## config.mk

```make
export PLATFORM = sky130hd
export DESIGN_NAME = mcsid_top
export DESIGN_NICKNAME = d
export VERILOG_FILES = /design/src/mcsid_pkg.sv /design/src/mcsid_top.sv
export SDC_FILE = /design/constraint.sdc
export NUM_CORES = 1
export LEC_CHECK = 0
export BUFFER_PORTS_ARGS = -buffer_cell sky130_fd_sc_hd__buf_2
export CORE_MARGIN = 2
export CORE_UTILIZATION = 54
export DETAILED_ROUTE_END_ITERATION = 10
export GPL_ROUTABILITY_DRIVEN = 0
export PLACE_DENSITY_LB_ADDON = 0.2
export RECOVER_POWER = 50
export SYNTH_ARGS = -nofsm -noshare
export SYNTH_HDL_FRONTEND = slang
export SYNTH_SLANG_ARGS = --single-unit
export TNS_END_PERCENT = 100
```

## constraint.sdc

```tcl
create_clock -name CLK_I -period 5.1 [get_ports CLK_I]
set_clock_uncertainty 0.15 [all_clocks]
set_input_delay 1.275 -clock CLK_I [delete_from_list [all_inputs] [get_ports CLK_I]]
set_output_delay 1.275 -clock CLK_I [all_outputs]
set_load 0.03 [all_outputs]
```

## src/mcsid_pkg.sv

```systemverilog
// Constants, types and byte-sum helpers for the checksum and identification block
package mcsid_pkg;

  // ----------------------------------------------------------------
  // Register indices and byte addresses
  // ----------------------------------------------------------------
  localparam logic [31:0] IDX_PART_ID = 32'h00ff0000;
  localparam logic [31:0] IDX_SILICON_REV = 32'h00ff0002;
  localparam logic [31:0] ADDR_PART_ID = IDX_PART_ID << 2;
  localparam logic [31:0] ADDR_SILICON_REV = IDX_SILICON_REV << 2;
  localparam logic [31:0] ADDR_CTRL = 32'h00000000;
  localparam logic [31:0] ADDR_LAST_CODE = 32'h00000004;
  localparam logic [31:0] ADDR_STATUS = 32'h00000008;
  localparam logic [31:0] ADDR_RESULT = 32'h0000000c;

  // ----------------------------------------------------------------
  // Field positions and reset values
  // ----------------------------------------------------------------
  localparam int CTRL_START_BIT = 0;
  localparam int CTRL_VARIANT_BIT = 1;
  localparam int STAT_BUSY_BIT = 0;
  localparam int STAT_DONE_BIT = 1;
  localparam int STAT_PROT_BIT = 2;
  localparam logic [23:0] LAST_CODE_RST = 24'h002bfa;
  localparam logic [23:0] CODE_ADDR_STEP = 24'h000002;
  localparam logic [23:0] CODE_ADDR_FIRST = 24'h000000;

  // ----------------------------------------------------------------
  // Configuration masks
  // ----------------------------------------------------------------
  localparam logic [15:0] FIRST_CFG_MASK = 16'h3fff;
  localparam logic [15:0] SECOND_CFG_MASK = 16'hffff;
  localparam logic [7:0] DEBUG_MASK = 8'ha3;
  localparam logic [7:0] WATCHDOG_MASK = 8'hbf;
  localparam logic [7:0] OSC_MASK = 8'he7;
  localparam logic [7:0] OSC_SELECT_MASK = 8'h87;
  localparam logic [7:0] SEGMENT_MASK = 8'h03;

  // ----------------------------------------------------------------
  // Bus encodings
  // ----------------------------------------------------------------
  localparam logic [1:0] HTRANS_NONSEQ = 2'h2;
  localparam logic [2:0] HSIZE_WORD = 3'h2;

  typedef enum logic [1:0] {MCS_IDLE, MCS_CFG, MCS_FETCH} mcsid_state_t;

  // Sum of the three bytes of one code word, no phantom byte
  function automatic logic [15:0] mcsid_sum3(input logic [23:0] w);
    mcsid_sum3 = {8'h00, w[7:0]} + {8'h00, w[15:8]} + {8'h00, w[23:16]};
  endfunction : mcsid_sum3

  // Sum of the low two bytes only, upper byte dropped
  function automatic logic [15:0] mcsid_sum2(input logic [15:0] w);
    mcsid_sum2 = {8'h00, w[7:0]} + {8'h00, w[15:8]};
  endfunction : mcsid_sum2

endpackage : mcsid_pkg

```

## src/mcsid_top.sv

```systemverilog
// Code memory checksum engine with read-only identification words on AHB-Lite
`timescale 1ns/1ps
`default_nettype none
module mcsid_top
  import mcsid_pkg::*;
#(
  parameter logic [15:0] PART_ID = 16'h5a5a, // Arbitrary value
  parameter logic [15:0] SILICON_REV = 16'h0001 // Arbitrary value
) (
  input wire logic CLK_I,
  input wire logic ARST_N_I,
  input wire logic HSEL_I,
  input wire logic [31:0] HADDR_I,
  input wire logic [1:0] HTRANS_I,
  input wire logic HWRITE_I,
  input wire logic [2:0] HSIZE_I,
  input wire logic [31:0] HWDATA_I,
  input wire logic HREADY_I,
  output logic [31:0] HRDATA_O,
  output logic HREADYOUT_O,
  output logic HRESP_O,
  input wire logic READ_PROTECT_I,
  input wire logic [23:0] FIRST_CONFIG_WORD_I,
  input wire logic [23:0] SECOND_CONFIG_WORD_I,
  input wire logic [7:0] DEBUG_CONFIG_BYTE_I,
  input wire logic [7:0] WATCHDOG_CONFIG_BYTE_I,
  input wire logic [7:0] OSCILLATOR_CONFIG_BYTE_I,
  input wire logic [7:0] OSCILLATOR_SELECT_CONFIG_BYTE_I,
  input wire logic [7:0] SEGMENT_PROTECT_CONFIG_BYTE_I,
  output logic MEM_REQ_O,
  output logic [23:0] MEM_ADDR_O,
  input wire logic [23:0] MEM_DATA_I,
  input wire logic MEM_ACK_I
);

  // ----------------------------------------------------------------
  // Reset release
  // ----------------------------------------------------------------
  logic rst_meta;
  logic rst_n;

  // Two-stage release; assertion stays asynchronous
  always_ff @(posedge CLK_I or negedge ARST_N_I) begin
    if (!ARST_N_I) begin
      rst_meta <= 1'b0;
      rst_n <= 1'b0;
    end else begin
      rst_meta <= 1'b1;
      rst_n <= rst_meta;
    end
  end

  // ----------------------------------------------------------------
  // Bus slave
  // ----------------------------------------------------------------
  logic dp_write;
  logic [31:0] dp_addr;
  logic [31:0] hrdata;
  logic next_dp_write;
  logic [31:0] next_dp_addr;
  logic [31:0] next_hrdata;
  logic addr_take;
  logic wr_strobe;
  logic variant;
  logic [23:0] last_code;
  logic done;
  logic [15:0] result;
  logic [15:0] sum;
  mcsid_state_t state;

  assign addr_take = HSEL_I && HTRANS_I == HTRANS_NONSEQ && HREADY_I;
  assign wr_strobe = dp_write && HREADY_I;

  // Read data is formed at the address phase so it stands through the data phase
  always_comb begin
    next_dp_write = 1'b0;
    next_dp_addr = dp_addr;
    next_hrdata = 32'h00000000;
    if (addr_take) begin
      next_dp_write = HWRITE_I;
      next_dp_addr = HADDR_I;
      if (!HWRITE_I) begin
        case (HADDR_I)
          ADDR_PART_ID: next_hrdata = {16'h0000, PART_ID};
          ADDR_SILICON_REV: next_hrdata = {16'h0000, SILICON_REV};
          ADDR_CTRL: next_hrdata = {30'h00000000, variant, 1'b0};
          ADDR_LAST_CODE: next_hrdata = {8'h00, last_code};
          ADDR_STATUS: begin
            next_hrdata[STAT_BUSY_BIT] = state != MCS_IDLE;
            next_hrdata[STAT_DONE_BIT] = done;
            next_hrdata[STAT_PROT_BIT] = READ_PROTECT_I;
          end
          ADDR_RESULT: next_hrdata = {16'h0000, result};
          default: next_hrdata = 32'h00000000;
        endcase
      end
    end
  end

  // Zero wait states, always OKAY
  always_ff @(posedge CLK_I or negedge rst_n) begin
    if (!rst_n) begin
      dp_write <= 1'b0;
      dp_addr <= 32'h00000000;
      hrdata <= 32'h00000000;
      HREADYOUT_O <= 1'b0;
      HRESP_O <= 1'b0;
    end else begin
      dp_write <= next_dp_write;
      dp_addr <= next_dp_addr;
      hrdata <= next_hrdata;
      HREADYOUT_O <= 1'b1;
      HRESP_O <= 1'b0;
    end
  end
  assign HRDATA_O = hrdata;

  // ----------------------------------------------------------------
  // Control registers
  // ----------------------------------------------------------------
  logic start;
  logic next_variant;
  logic next_start;
  logic [23:0] next_last_code;

  // Identification addresses have no write path at all
  always_comb begin
    next_variant = variant;
    next_last_code = last_code;
    next_start = 1'b0;
    if (wr_strobe) begin
      case (dp_addr)
        ADDR_CTRL: begin
          next_variant = HWDATA_I[CTRL_VARIANT_BIT];
          next_start = HWDATA_I[CTRL_START_BIT];
        end
        ADDR_LAST_CODE: next_last_code = HWDATA_I[23:0];
        default: next_start = 1'b0;
      endcase
    end
  end

  always_ff @(posedge CLK_I or negedge rst_n) begin
    if (!rst_n) begin
      variant <= 1'b0;
      last_code <= LAST_CODE_RST;
      start <= 1'b0;
    end else begin
      variant <= next_variant;
      last_code <= next_last_code;
      start <= next_start;
    end
  end

  // ----------------------------------------------------------------
  // Checksum sequencer
  // ----------------------------------------------------------------
  logic [15:0] cfg_gp_sum;
  logic [15:0] cfg_pc_sum;
  logic [23:0] code_word;
  mcsid_state_t next_state;
  logic [15:0] next_sum;
  logic [15:0] next_result;
  logic next_done;
  logic next_req;
  logic [23:0] next_mem_addr;

  // Config block sums; upper byte of each config word never enters
  assign cfg_gp_sum = mcsid_sum2(FIRST_CONFIG_WORD_I[15:0] & FIRST_CFG_MASK)
                    + mcsid_sum2(SECOND_CONFIG_WORD_I[15:0] & SECOND_CFG_MASK);
  assign cfg_pc_sum = {8'h00, DEBUG_CONFIG_BYTE_I & DEBUG_MASK}
                    + {8'h00, WATCHDOG_CONFIG_BYTE_I & WATCHDOG_MASK}
                    + {8'h00, OSCILLATOR_CONFIG_BYTE_I & OSC_MASK}
                    + {8'h00, OSCILLATOR_SELECT_CONFIG_BYTE_I & OSC_SELECT_MASK}
                    + {8'h00, SEGMENT_PROTECT_CONFIG_BYTE_I & SEGMENT_MASK};
  // Protected code reads as zero words
  assign code_word = READ_PROTECT_I ? 24'h000000 : MEM_DATA_I;

  // Request drops for a cycle after each ack so every address is a fresh handshake
  always_comb begin
    next_state = state;
    next_sum = sum;
    next_result = result;
    next_done = done;
    next_req = MEM_REQ_O;
    next_mem_addr = MEM_ADDR_O;
    case (state)
      MCS_IDLE: begin
        if (start) begin
          next_done = 1'b0;
          next_state = MCS_CFG;
        end
      end
      MCS_CFG: begin
        // Protection zeroes the whole result, config block included
        if (READ_PROTECT_I) begin
          next_sum = 16'h0000;
        end else begin
          next_sum = variant ? cfg_pc_sum : cfg_gp_sum;
        end
        next_mem_addr = CODE_ADDR_FIRST;
        next_req = 1'b1;
        next_state = MCS_FETCH;
      end
      MCS_FETCH: begin
        if (MEM_REQ_O && MEM_ACK_I) begin
          next_sum = sum + mcsid_sum3(code_word);
          next_req = 1'b0;
          if (MEM_ADDR_O == last_code) begin
            next_result = sum + mcsid_sum3(code_word);
            next_done = 1'b1;
            next_state = MCS_IDLE;
          end else begin
            next_mem_addr = MEM_ADDR_O + CODE_ADDR_STEP;
          end
        end else if (!MEM_REQ_O) begin
          next_req = 1'b1;
        end
      end
      default: next_state = MCS_IDLE;
    endcase
  end

  always_ff @(posedge CLK_I or negedge rst_n) begin
    if (!rst_n) begin
      state <= MCS_IDLE;
      sum <= 16'h0000;
      result <= 16'h0000;
      done <= 1'b0;
      MEM_REQ_O <= 1'b0;
      MEM_ADDR_O <= CODE_ADDR_FIRST;
    end else begin
      state <= next_state;
      sum <= next_sum;
      result <= next_result;
      done <= next_done;
      MEM_REQ_O <= next_req;
      MEM_ADDR_O <= next_mem_addr;
    end
  end
endmodule : mcsid_top
`default_nettype wire

```

# ---- Yosys cells after proc, flatten, opt, wreduce, memory -nomap -nowiden
# Cells that the tools add are included.
dict set report totals {
  reg_bits 154
  word_cells 82
}
dict set report op_classes {
  n_addsub 11
  n_eq_ne 14
  mux 25
  n_reduce_logical 17
}
# cell n
set op_table {}
lappend op_table {{$mux 24} 5}
lappend op_table {{$eq 32x26->1 const B} 2}
lappend op_table {{$eq 32x3->1 const B} 2}
lappend op_table {{$eq 32x4->1 const B} 2}
lappend op_table {{$logic_not 32->1} 2}
lappend op_table {{$pmux 21 s3} 1}
lappend op_table {{$pmux 24 s2} 1}
lappend op_table {{$pmux 16 s2} 1}
lappend op_table {{$add 8x8->9} 3}
lappend op_table {{$add 24x2->24 const B} 1}
lappend op_table {{$eq 24x24->1} 1}
lappend op_table {{$mux 12} 2}
lappend op_table {{$add 9x8->10} 2}
lappend op_table {{$pmux 3 s6} 1}
lappend op_table {{$add 16x10->16} 1}
lappend op_table {{$mux 16} 1}
lappend op_table {{$add 11x2->12} 1}
lappend op_table {{$add 10x8->11} 1}
lappend op_table {{$add 9x9->10} 1}
lappend op_table {{$add 8x6->9} 1}
lappend op_table {{$reduce_and 3->1} 3}
lappend op_table {{$ne 2x2->1 const B} 4}
lappend op_table {{$mux 1} 7}
lappend op_table {{$mux 2} 3}
lappend op_table {{other kinds (9)} 18}

# ---- Depth between registers and ports, before layout
# Gate-level depths: netlist of the first run.
dict set report depth {
  ltp_word 7
  depth_mapped 14
  depth_no_buf 14
}

# ---- Worst setup path before layout of the first run
# Ideal clock, no wire load.
dict set report synth_timing {
  kind {input to register}
  from {in READ_PROTECT_I}
  to {reg result[11]}
  setup_time_ns 0.125
  t_arrival_ns 4.396
  path_slack_ns 0.429
  path_stages 13
  cell_sequence {clkbuf_1 nand2b_1 fa_1 inv_1 fa_1 ha_1 fa_1 a211o_1 o211ai_1 a21oi_1 a41o_1 xor2_1 mux2_2}
}
dict set report synth_via {
  elab_chain_cells 4
}
# element line
set synth_rtl {}
lappend synth_rtl {{from (decl)} mcsid_top.sv:22} ;# input wire logic READ_PROTECT_I,
lappend synth_rtl {{$mux 24 *} mcsid_top.sv:177} ;# assign code_word = READ_PROTECT_I ? 24'h000000 : MEM_DATA_I;
lappend synth_rtl {{$add 8x8->9} mcsid_pkg.sv:49} ;# mcsid_sum3 = {8'h00, w[7:0]} + {8'h00, w[15:8]} + {8'h00, w[23:16]};
lappend synth_rtl {{$add 9x8->10 *} mcsid_pkg.sv:49}
lappend synth_rtl {{$add 16x10->16 *} mcsid_top.sv:210} ;# next_result = sum + mcsid_sum3(code_word);
lappend synth_rtl {{to (signal assigned)} mcsid_top.sv:235} ;# result <= next_result;
lappend synth_rtl {{to (decl)} mcsid_top.sv:67} ;# logic [15:0] result;
# Every way passes the cells marked *; elsewhere a longest branch is shown, timed or not.
# A chain may end at the register's enable or synchronous reset.

# ---- Final worst setup path of the first run
# Ends and elaborated chain as after synthesis.

==> metrics.yaml, run 1 <==
crit-reg2reg-launch: "rst_n"
synth-edff-count: 0
first_iter_violations: 407
cts_sinks: 145
nFillCells: 1345
critPathLaunchType: "primary input"
slew_headroom: -0.893
yosys_warnings: 0
clock.fmax_ghz: 0.222
path_class: "primary input to flop"
routedWlPerCell_um: 15.6
insertion_delay_ns: 0.42
diodes: 0
min_period_over_period: 0.885
grt_util_all_layers: 0.236
failed_checks: "max-capacitance violations, max-slew violations"
r2r_end: "MEM_ADDR_O[9]"
via_per_inst: 5.27
setup_viol: 0
peakVddDrop_mv: 0.244
power_leakage_nw: 5.36
totalPowerFinal_mw: 3.61
syn_area_um2: 9030
critPathRequiredTime_ns: 5.25
status: "finished with violations"
final_cell_mix: "buf_2 (189), dfrtp_1 (135), inv_1 (88)"
cp_data_arrival_time_ns: 4.67
clock_path_buffers: 2
seq_area_um2: 3640
root_buffer: "clkbuf_16"
grt_pass1_vias: 6657
clk_pin_slew_ns: 0.06
fin_ws_ns: 0.587
reg2regPathDepth: 1
final_common_cell: "buf_2"
ctsResizeCount: 0
initial_core_util: 0.548
yosys_register_bits: 145
holdBufCountCts: 0
die-area_um2: 17800
hold_path.class: "flop to flop"
critPathCaptureType: "flop"
synth_top_area_frac: 0.374
core_um2: 16500
nNetsFinal: 1300
yosys_most_used_dff: "dfrtp_1"
post-dp-hpwl_um: 15100
postLayoutCoreUtil: 0.654
die_h_um: 133
multi_input_area_um2: 4890
whs_path_depth: 0
crit_end: "result[11]"
antenna_found_initial: 0
powerDensity_nw_per_um2: 336
vias: 6691
syn_inst: 848
cts_setup_buffers: 0
grt_pass1_wl_um: 33200
avgSynthCellArea_um2: 10.6
cts_tree: "built"
io_pins: 247
crit_path_max_fanout: 18
die_x_um: 133
whs_ns: 0.206
area_growth_pct: 19.2
tightest_slew_ns: 2.84
rsz0062_at_grt: "false"
r2r_setup_slack_ns: 1.03
overflow: 0
routed_wl_um: 19800
grt_max_degree: 55
drive_above_1_share: 0.307
setup_tns_ns: 0
h-tree-depth: 4
drc: 0
cts_buffers: 17
crit_start: "READ_PROTECT_I"
rows: 47
drv_slew: 91
portBuffers: 190
period_minus_slack_ns: 4.51
ys_async_sr_fraction: 1.00
pre_cts_ws_ns: 0.149
finalHoldViolations: 0
firstDrtPassIters: 5
yosysTopAreaCell: "dfrtp_1"
maxCapViolCount: 2
final_antenna_net_count: 0
yosys.cell_types.count: 63
ys_seq_area_frac: 0.403
yosys-top-cells-area: "dfrtp_1 (37%), fa_1 (8.6%), mux2_2 (7.9%)"
## Yosys cell counts (10+ instances only)
library cell / n
fa_1: 39
clkbuf_1: 18
nor4_2: 10
nand3_1: 17
o21a_1: 13
nor4_1: 13
mux2i_1: 16
ha_1: 36
o21ai_0: 25
nor2_1: 61
inv_1: 88
dfstp_2: 10
buf_4: 13
mux2_2: 63
and2_1: 10
xor2_1: 12
nand4_1: 11
nand2_1: 40
dfrtp_1: 135
nand2b_1: 25
xnor2_1: 51
nor3_1: 14
a21oi_1: 29
## critical path, cell delays in order
cell      delay [ns]
buf_2           0.17
nand2b_1        0.18
fa_1            0.50
inv_1           0.05
fa_1            0.48
ha_1            0.26
fa_1            0.43
a211o_1         0.28
o211ai_1        0.12
a21oi_1         0.13
a41o_1          0.34
xor2_1          0.17
mux2_2          0.27
## sequential cells by signal, summed over array words and instances (netlist names), 2 cells and up
name and flops:
HRDATA_O 24, result 16, sum 16, dp_addr 32, last_code 24, state 2
MEM_ADDR_O 23
## layout make-up
type	count	area share
Multi-Input combinational cell	588	0.454
Tap cell	220	0.0256
Inverter	88	0.0307
Timing Repair Buffer	197	0.0922
Clock buffer	17	0.0395
Clock inverter	15	0.0194
Sequential cell	145	0.338
## kinds of logic (layout without fill, tap and decap cells)
| group | Yosys count | after routing | share of synthesized area |
|---|---|---|---|
| xor+xnor | 63 | 63 | 0.0611 |
| fa+ha+maj | 75 | 75 | 0.136 |
| compound gates | 115 | 115 | 0.0833 |
| other cells | 2 | 12 | 0.000832 |
| buf+inv | 125 | 317 | 0.0594 |
| flops | 145 | 145 | 0.403 |
| mux | 88 | 88 | 0.109 |
| simple gates | 235 | 235 | 0.147 |
## per-stage QoR
| stage | cell area (um^2) | cells |
|---|---|---|
| 3_5_place_dp | 10100 | 1238 |
| 5_1_grt | 10800 | 1270 |
| 3_3_place_gp | 10100 | 1238 |
| 6_report | 10800 | 1270 |
| 2_1_floorplan | 9070 | 858 |
| 4_1_cts | 10800 | 1270 |
## power breakdown
| group | switching, mW | total, mW | internal (mW) |
|---|---|---|---|
| Sequential | 0.0517 | 1.29 | 1.24 |
| Combinational | 0.557 | 1.00 | 0.445 |
| Clock | 0.496 | 1.32 | 0.825 |
| Total | 1.10 | 3.61 | 2.51 |
## worst min path at each step
stage / from / to
2_1_floorplan: rst_meta / rst_n
3_3_place_gp: rst_n / HRDATA_O[16]
3_5_place_dp: rst_n / HRDATA_O[16]
4_1_cts: rst_n / dp_addr[28]
5_1_grt: rst_meta / rst_n
6_report: rst_meta / rst_n
## routing by layer
layer / vias up / wire length [um] / GRT usage
met4: 0 / 429 / 0.0839
met1: 3212 / 8930 / 0.317
met2: 208 / 9510 / 0.383
met5: - / 0 / 0
met3: 27 / 957 / 0.0464
li1: 3244 / - / -
No activity file was read; power rests on OpenSTA's default activity.
==> run 2: changes to the inputs <==
- clock period: 5.1 -> 4.7 ns (I/O delays scaled with it)
==> run 2 against run 1 <==
Against the previous run: the run still ends with max-capacitance violations, max-slew violations left; via count about the same; die area unchanged; worst setup slack got worse by 0.22 ns; non-clock buffer count increased by 7; cell area increased by 0.43%; register-to-register slack got worse by 0.03 ns; first-iteration DRC count unchanged; clock power increased by 8%; flip-flop and latch count unchanged; critical endpoint unchanged.
==> metrics.yaml, run 2 (synthesis gave the netlist of run 1 again) <==
status: "finished with violations"  # unchanged
failed_checks: "max-capacitance violations, max-slew violations"  # unchanged
drv_slew: 83  # was 91
rows: 47  # unchanged
drc: 0  # unchanged
cpMostUsedCell: "fa_1"  # unchanged
cts_buffers: 17  # unchanged
critPathLaunchType: "primary input"  # unchanged
overflow: 0  # unchanged
grt_use_met1: 0.307  # was 0.317
cts_setup_buffers: 0  # unchanged
die_x_um: 133  # unchanged
routed_wl_um: 19500  # was 19,800 um
gr-usage-met2: 0.373  # was 0.383
reg2regPathDepth: 12  # was 1
peakVddDrop_mv: 0.234  # was 0.244 mV
cts_tree: "built"  # unchanged
core_um2: 16500  # unchanged
totalPowerFinal_mw: 3.91  # was 3.61 mW
power_leakage_nw: 5.39  # was 5.36 nW
grt_pass1_wl_um: 31600  # was 33,200 um
initial_core_util: 0.548  # unchanged
die_h_um: 133  # unchanged
final_antenna_net_count: 0  # unchanged
diodes: 0  # unchanged
period_minus_slack_ns: 4.33
post-dp-hpwl_um: 15000  # was 15,100 um
portBuffers: 190  # unchanged
powerDensity_nw_per_um2: 362  # was 336 nW/um^2
p_switching_mw: 1.16  # was 1.10 mW
power.share.clock: 0.362  # was 0.366
firstDrtPassIters: 7  # was 5
routedWlPerCell_um: 15.3  # was 15.6 um
grt_pass1_vias: 6422  # was 6,657
p_int_mw: 2.75  # was 2.51 mW
drive_above_1_share: 0.309  # was 0.307
cp_cell_sequence: "buf_2, nand2b_1, fa_1, inv_1, fa_1, ha_1, fa_1, a211o_1, o211ai_1, a21oi_1, a41o_1, xor2_1, mux2_2"  # unchanged
cp_data_arrival_time_ns: 4.48  # was 4.67 ns
rsz0062_at_grt: "false"  # unchanged
nNetsFinal: 1307  # was 1,300
cpPeakStageDelay_ns: 0.50  # about the same
slew_headroom: -0.174  # was -0.893
min_period_over_period: 0.922
path_class: "primary input to flop"  # unchanged
ctsResizeCount: 0  # unchanged
hold_path.class: "flop to flop"  # unchanged
seq_power_share: 0.358  # was 0.357
clock_path_buffers: 2  # unchanged
whs_path_depth: 0  # unchanged
pwr-share-comb: 0.280  # was 0.277
grt_max_degree: 51  # was 55
via_per_inst: 5.24  # was 5.27
top_usage_layer: "met2"  # unchanged
h-tree-depth: 4  # unchanged
regMostFlops: "dp_addr"  # unchanged
first_iter_violations: 407  # unchanged
die-area_um2: 17800  # unchanged
area_growth_pct: 19.7  # was 19.2%
sw_frac_of_total: 0.297  # was 0.306
io_pins: 247  # unchanged
finalHoldViolations: 0  # unchanged
r2r_setup_slack_ns: 1.00  # was 1.03 ns
antenna_found_initial: 0  # unchanged
clock.fmax_ghz: 0.231
critPathRequiredTime_ns: 4.85  # was 5.25 ns
dpl-instance-area_um2: 10200  # was 10,100 um^2
holdBufCountCts: 0  # unchanged
finalInstanceArea_um2: 10800  # about the same
insertion_delay_ns: 0.42  # about the same
setup_viol: 0  # unchanged
clk_pin_slew_ns: 0.06  # about the same
crit_path_max_fanout: 7  # was 18
final_common_cell: "buf_2"  # unchanged
globalRouteMet3Util: 0.0472  # was 0.0464
critPathCaptureType: "flop"  # unchanged
maxCapViolCount: 2  # unchanged
grt_util_all_layers: 0.226  # was 0.236
vias: 6689  # was 6,691
nFillCells: 1345  # unchanged
tightest_slew_ns: 1.76  # was 2.84 ns
cpMaxStageDelayCell: "fa_1"  # unchanged
root_buffer: "clkbuf_16"  # unchanged
cts_sinks: 145  # unchanged
largest_reg_flops: 32  # unchanged
final_cell_mix: "buf_2 (188), dfrtp_1 (135), inv_1 (88)"  # was buf_2 (189), dfrtp_1 (135), inv_1 (88)
-- run 2: cell types whose count changed in the layout (fill, tap and decap cells not counted), sizes merged --
cell      change
inv           -2
buf           +6
clkbuf        +4
clkinvlp      -1
-- run 2: power by group through the flow --
stage / Combinational, mW / Clock, mW / Sequential (mW)
after floorplan: 0.789 / 0 / 1.41
after global placement: 1.08 / 0 / 1.42
after detailed placement: 1.10 / 0 / 1.42
after CTS: 1.11 / 1.44 / 1.40
after global routing: 1.23 / 1.50 / 1.41
final: 1.09 / 1.42 / 1.40
-- run 2: routing by layer --
layer,up-vias,part of all wire
met1,3214,0.46
met2,192,0.48
met5,-,0
met4,0,0.011
met3,14,0.048
li1,3269,-
-- run 2: final timing paths --
| kind | end | start |
|---|---|---|
| setup / recovery | result[11] | READ_PROTECT_I |
| hold / removal | rst_n | rst_meta |
| setup reg to reg | result[11] | sum[1] |
| hold reg to reg | rst_n | rst_meta |
| max in group asynchronous | HRDATA_O[9] | rst_n |
| min in group asynchronous | rst_n | ARST_N_I |
-- run 2: layout make-up --
class                      count  area, um^2  share of cell area
clock inverter                12         181              0.0168
sequential                   145        3640               0.337
clock buffer                  20         447              0.0413
tap                          220         275              0.0255
multi-input combinational    588        4890               0.452
timing repair buffer         204        1040              0.0967
inverter                      88         330              0.0306
-- run 2: critical path, delay by kind of cell --
kind / cells / cell delay, ns
multiplexers: 1 / 0.27
buffers and inverters: 2 / 0.18
XOR/XNOR: 1 / 0.18
AO/OA/AOI/OAI: 4 / 0.87
adder cells (fa/ha/maj): 4 / 1.64
AND/OR/NAND/NOR: 1 / 0.17
-- run 2: through the flow --
step	hold WS (ns)	setup WS, ns	util	setup TNS [ns]	std cells
2_1_floorplan	0.181	0.129	-	0	858
3_3_place_gp	0.181	0.0291	0.619	0	1245
3_5_place_dp	0.196	-0.0455	0.619	-0.105	1245
4_1_cts	0.206	0.395	0.657	0	1277
5_1_grt	0.226	0.253	0.656	0	1277
6_report	0.215	0.369	0.656	0	1277
==> run 3: changes to the inputs <==
- CTS_BUF_LIST: default -> sky130_fd_sc_hd__clkbuf_16
- RECOVER_POWER: 50 -> 100
==> run 3 against run 2 <==
Against the previous run: the run still ends with max-capacitance violations, max-slew violations left; critical path type unchanged; via count grew 0.22%; critical endpoint is now result[13]; non-clock buffer count is the same; fmax shrank 0.53%; critical path depth grew 1; cell area shrank 1.7%; hold slack lost 0.0031 ns; register-to-register slack gained 0.02 ns; first-iteration DRC count shrank 1.7%; final cell count is the same; clock power is essentially flat; combinational power is essentially flat.
==> metrics.yaml, run 3 (synthesis gave the netlist of run 1 again) <==
status: "finished with violations"  # unchanged
failed_checks: "max-capacitance violations, max-slew violations"  # unchanged
grt_pass1_wl_um: 31600  # about the same
holdBufCountCts: 0  # unchanged
final_cell_mix: "buf_2 (137), dfrtp_1 (135), inv_1 (90)"  # was buf_2 (188), dfrtp_1 (135), inv_1 (88)
period_minus_slack_ns: 4.35  # was 4.33 ns
clock_path_buffers: 2  # unchanged
rows: 47  # unchanged
firstDrtPassIters: 5  # was 7
maxCapViolCount: 3  # was 2
cts_setup_buffers: 0  # unchanged
initial_core_util: 0.548  # unchanged
hold_path.class: "flop to flop"  # unchanged
final_common_cell: "buf_2"  # unchanged
whs_path_depth: 0  # unchanged
overflow: 0  # unchanged
root_buffer: "clkbuf_16"  # unchanged
reg2regPathDepth: 13  # was 12
cpMostUsedCell: "fa_1"  # unchanged
die_x_um: 133  # unchanged
fin_ws_ns: 0.346  # was 0.369 ns
rsz0062_at_grt: "false"  # unchanged
area_growth_pct: 17.7  # was 19.7%
grt_max_degree: 51  # unchanged
final_cells: 1277  # unchanged
whs_ns: 0.212  # was 0.215 ns
nNetsFinal: 1307  # unchanged
core_um2: 16500  # unchanged
crit_path_max_fanout: 7  # unchanged
drv_slew: 108  # was 83
r2r_setup_slack_ns: 1.02  # was 1.00 ns
critPathRequiredTime_ns: 4.83  # was 4.85 ns
path_buf_inv: 2  # unchanged
cts_buffers: 17  # unchanged
critPathCaptureType: "flop"  # unchanged
crit-reg2reg-launch: "sum[1]"  # unchanged
pre_cts_ws_ns: -0.0455  # unchanged
drc: 0  # unchanged
post-dp-hpwl_um: 15000  # unchanged
regMostFlops: "dp_addr"  # unchanged
insertion_delay_ns: 0.42  # about the same
clk_pin_slew_ns: 0.06  # about the same
routedWlPerCell_um: 15.4  # was 15.3 um
ctsResizeCount: 0  # unchanged
drive_above_1_share: 0.243  # was 0.309
via_per_inst: 5.25  # was 5.24
cts_tree: "built"  # unchanged
r2r_end: "result[13]"  # was result[11]
antenna_found_initial: 0  # unchanged
first_iter_violations: 400  # was 407
finalInstanceArea_um2: 10600  # was 10,800 um^2
vias: 6704  # was 6,689
cpPeakStageDelay_ns: 0.48  # was 0.50 ns
critPathLaunchType: "primary input"  # unchanged
grt_util_all_layers: 0.226  # about the same
cp_cell_sequence: "clkbuf_1, clkbuf_1, nor2b_1, fa_1, fa_1, ha_1, fa_1, a211o_1, o211ai_1, a21oi_1, a41o_1, nand3_1, xor2_1, a21oi_1"  # was buf_2, nand2b_1, fa_1, inv_1, fa_1, ha_1, fa_1, a211o_1, o211ai_1, a21oi_1, a41o_1, xor2_1, mux2_2
die-area_um2: 17800  # unchanged
setup_tns_ns: 0  # unchanged
diodes: 0  # unchanged
slew_headroom: -0.181  # was -0.174
hold_path_startpoint: "rst_meta"  # unchanged
powerDensity_nw_per_um2: 366  # was 362 nW/um^2
portBuffers: 190  # unchanged
dp.cells: 1245  # unchanged
finalHoldViolations: 0  # unchanged
path_delay_family: "adder cells"  # unchanged
path_class: "primary input to flop"  # unchanged
io_pins: 247  # unchanged
largest_reg_flops: 32  # unchanged
h-tree-depth: 4  # unchanged
final_antenna_net_count: 0  # unchanged
dpl-instance-area_um2: 10200  # unchanged
cts_sinks: 145  # unchanged
cp_data_arrival_time_ns: 4.48  # about the same
power_leakage_nw: 5.12  # was 5.39 nW
die_h_um: 133  # unchanged
hold_end: "rst_n"  # unchanged
tightest_slew_ns: 1.77  # was 1.76 ns
min_period_over_period: 0.926  # was 0.922
grt_pass1_vias: 6443  # was 6,422
peakVddDrop_mv: 0.234  # about the same
cpMaxStageDelayCell: "fa_1"  # unchanged
routed_wl_um: 19700  # was 19,500 um
setup_viol: 0  # unchanged
clock.fmax_ghz: 0.230  # was 0.231 GHz
[run 3: changes by cell type in the layout (fill, tap and decap cells not counted), moves of 2 or more]
cell	before	now
nor4_1	13	22
and2_1	10	2
clkbuf_1	5	58
nor4_2	10	2
buf_2	188	137
inv_1	88	90
and2_0	0	8
buf_4	11	7
[run 3: worst max path at each step]
stage	slack [ns]	start	endpoint	depth (start not counted)
4_1_cts	0.39	READ_PROTECT_I	result[11]	13
6_report	0.35	READ_PROTECT_I	result[13]	14
5_1_grt	0.18	READ_PROTECT_I	sum[14]	14
2_1_floorplan	0.13	READ_PROTECT_I	result[11]	13
3_5_place_dp	-0.05	READ_PROTECT_I	result[13]	14
3_3_place_gp	0.03	READ_PROTECT_I	result[13]	14
[run 3: final cells by class]
cell class              instances  area (um^2)
inverters                      88          330
fillers                      1398         5840
repair buffers                204          966
multi-input cells             588         4800
clock inverters                15          193
flip-flops and latches        145         3640
well taps                     220          275
clock buffers                  17          425
[run 3: per-stage QoR]
step	utilization	power, mW
detailed placement	0.619	2.52
floorplan	-	2.20
global route	0.646	4.13
CTS	0.657	3.93
global placement	0.619	2.50
finish	0.646	3.89
[run 3: layer usage]
metal | GRT usage | wire [um]
met1 | 0.304 | 8970
met2 | 0.373 | 9440
met3 | 0.0521 | 1020
met4 | 0.0621 | 236
met5 | 0 | 0
[run 3: report_power, final]
group          total, mW  leakage [nW]  internal, mW  switching [mW]
registers           1.40          1.89          1.34          0.0554
logic               1.09          2.92         0.497           0.594
clock network       1.40         0.307         0.884           0.513
total               3.89          5.12          2.72            1.16
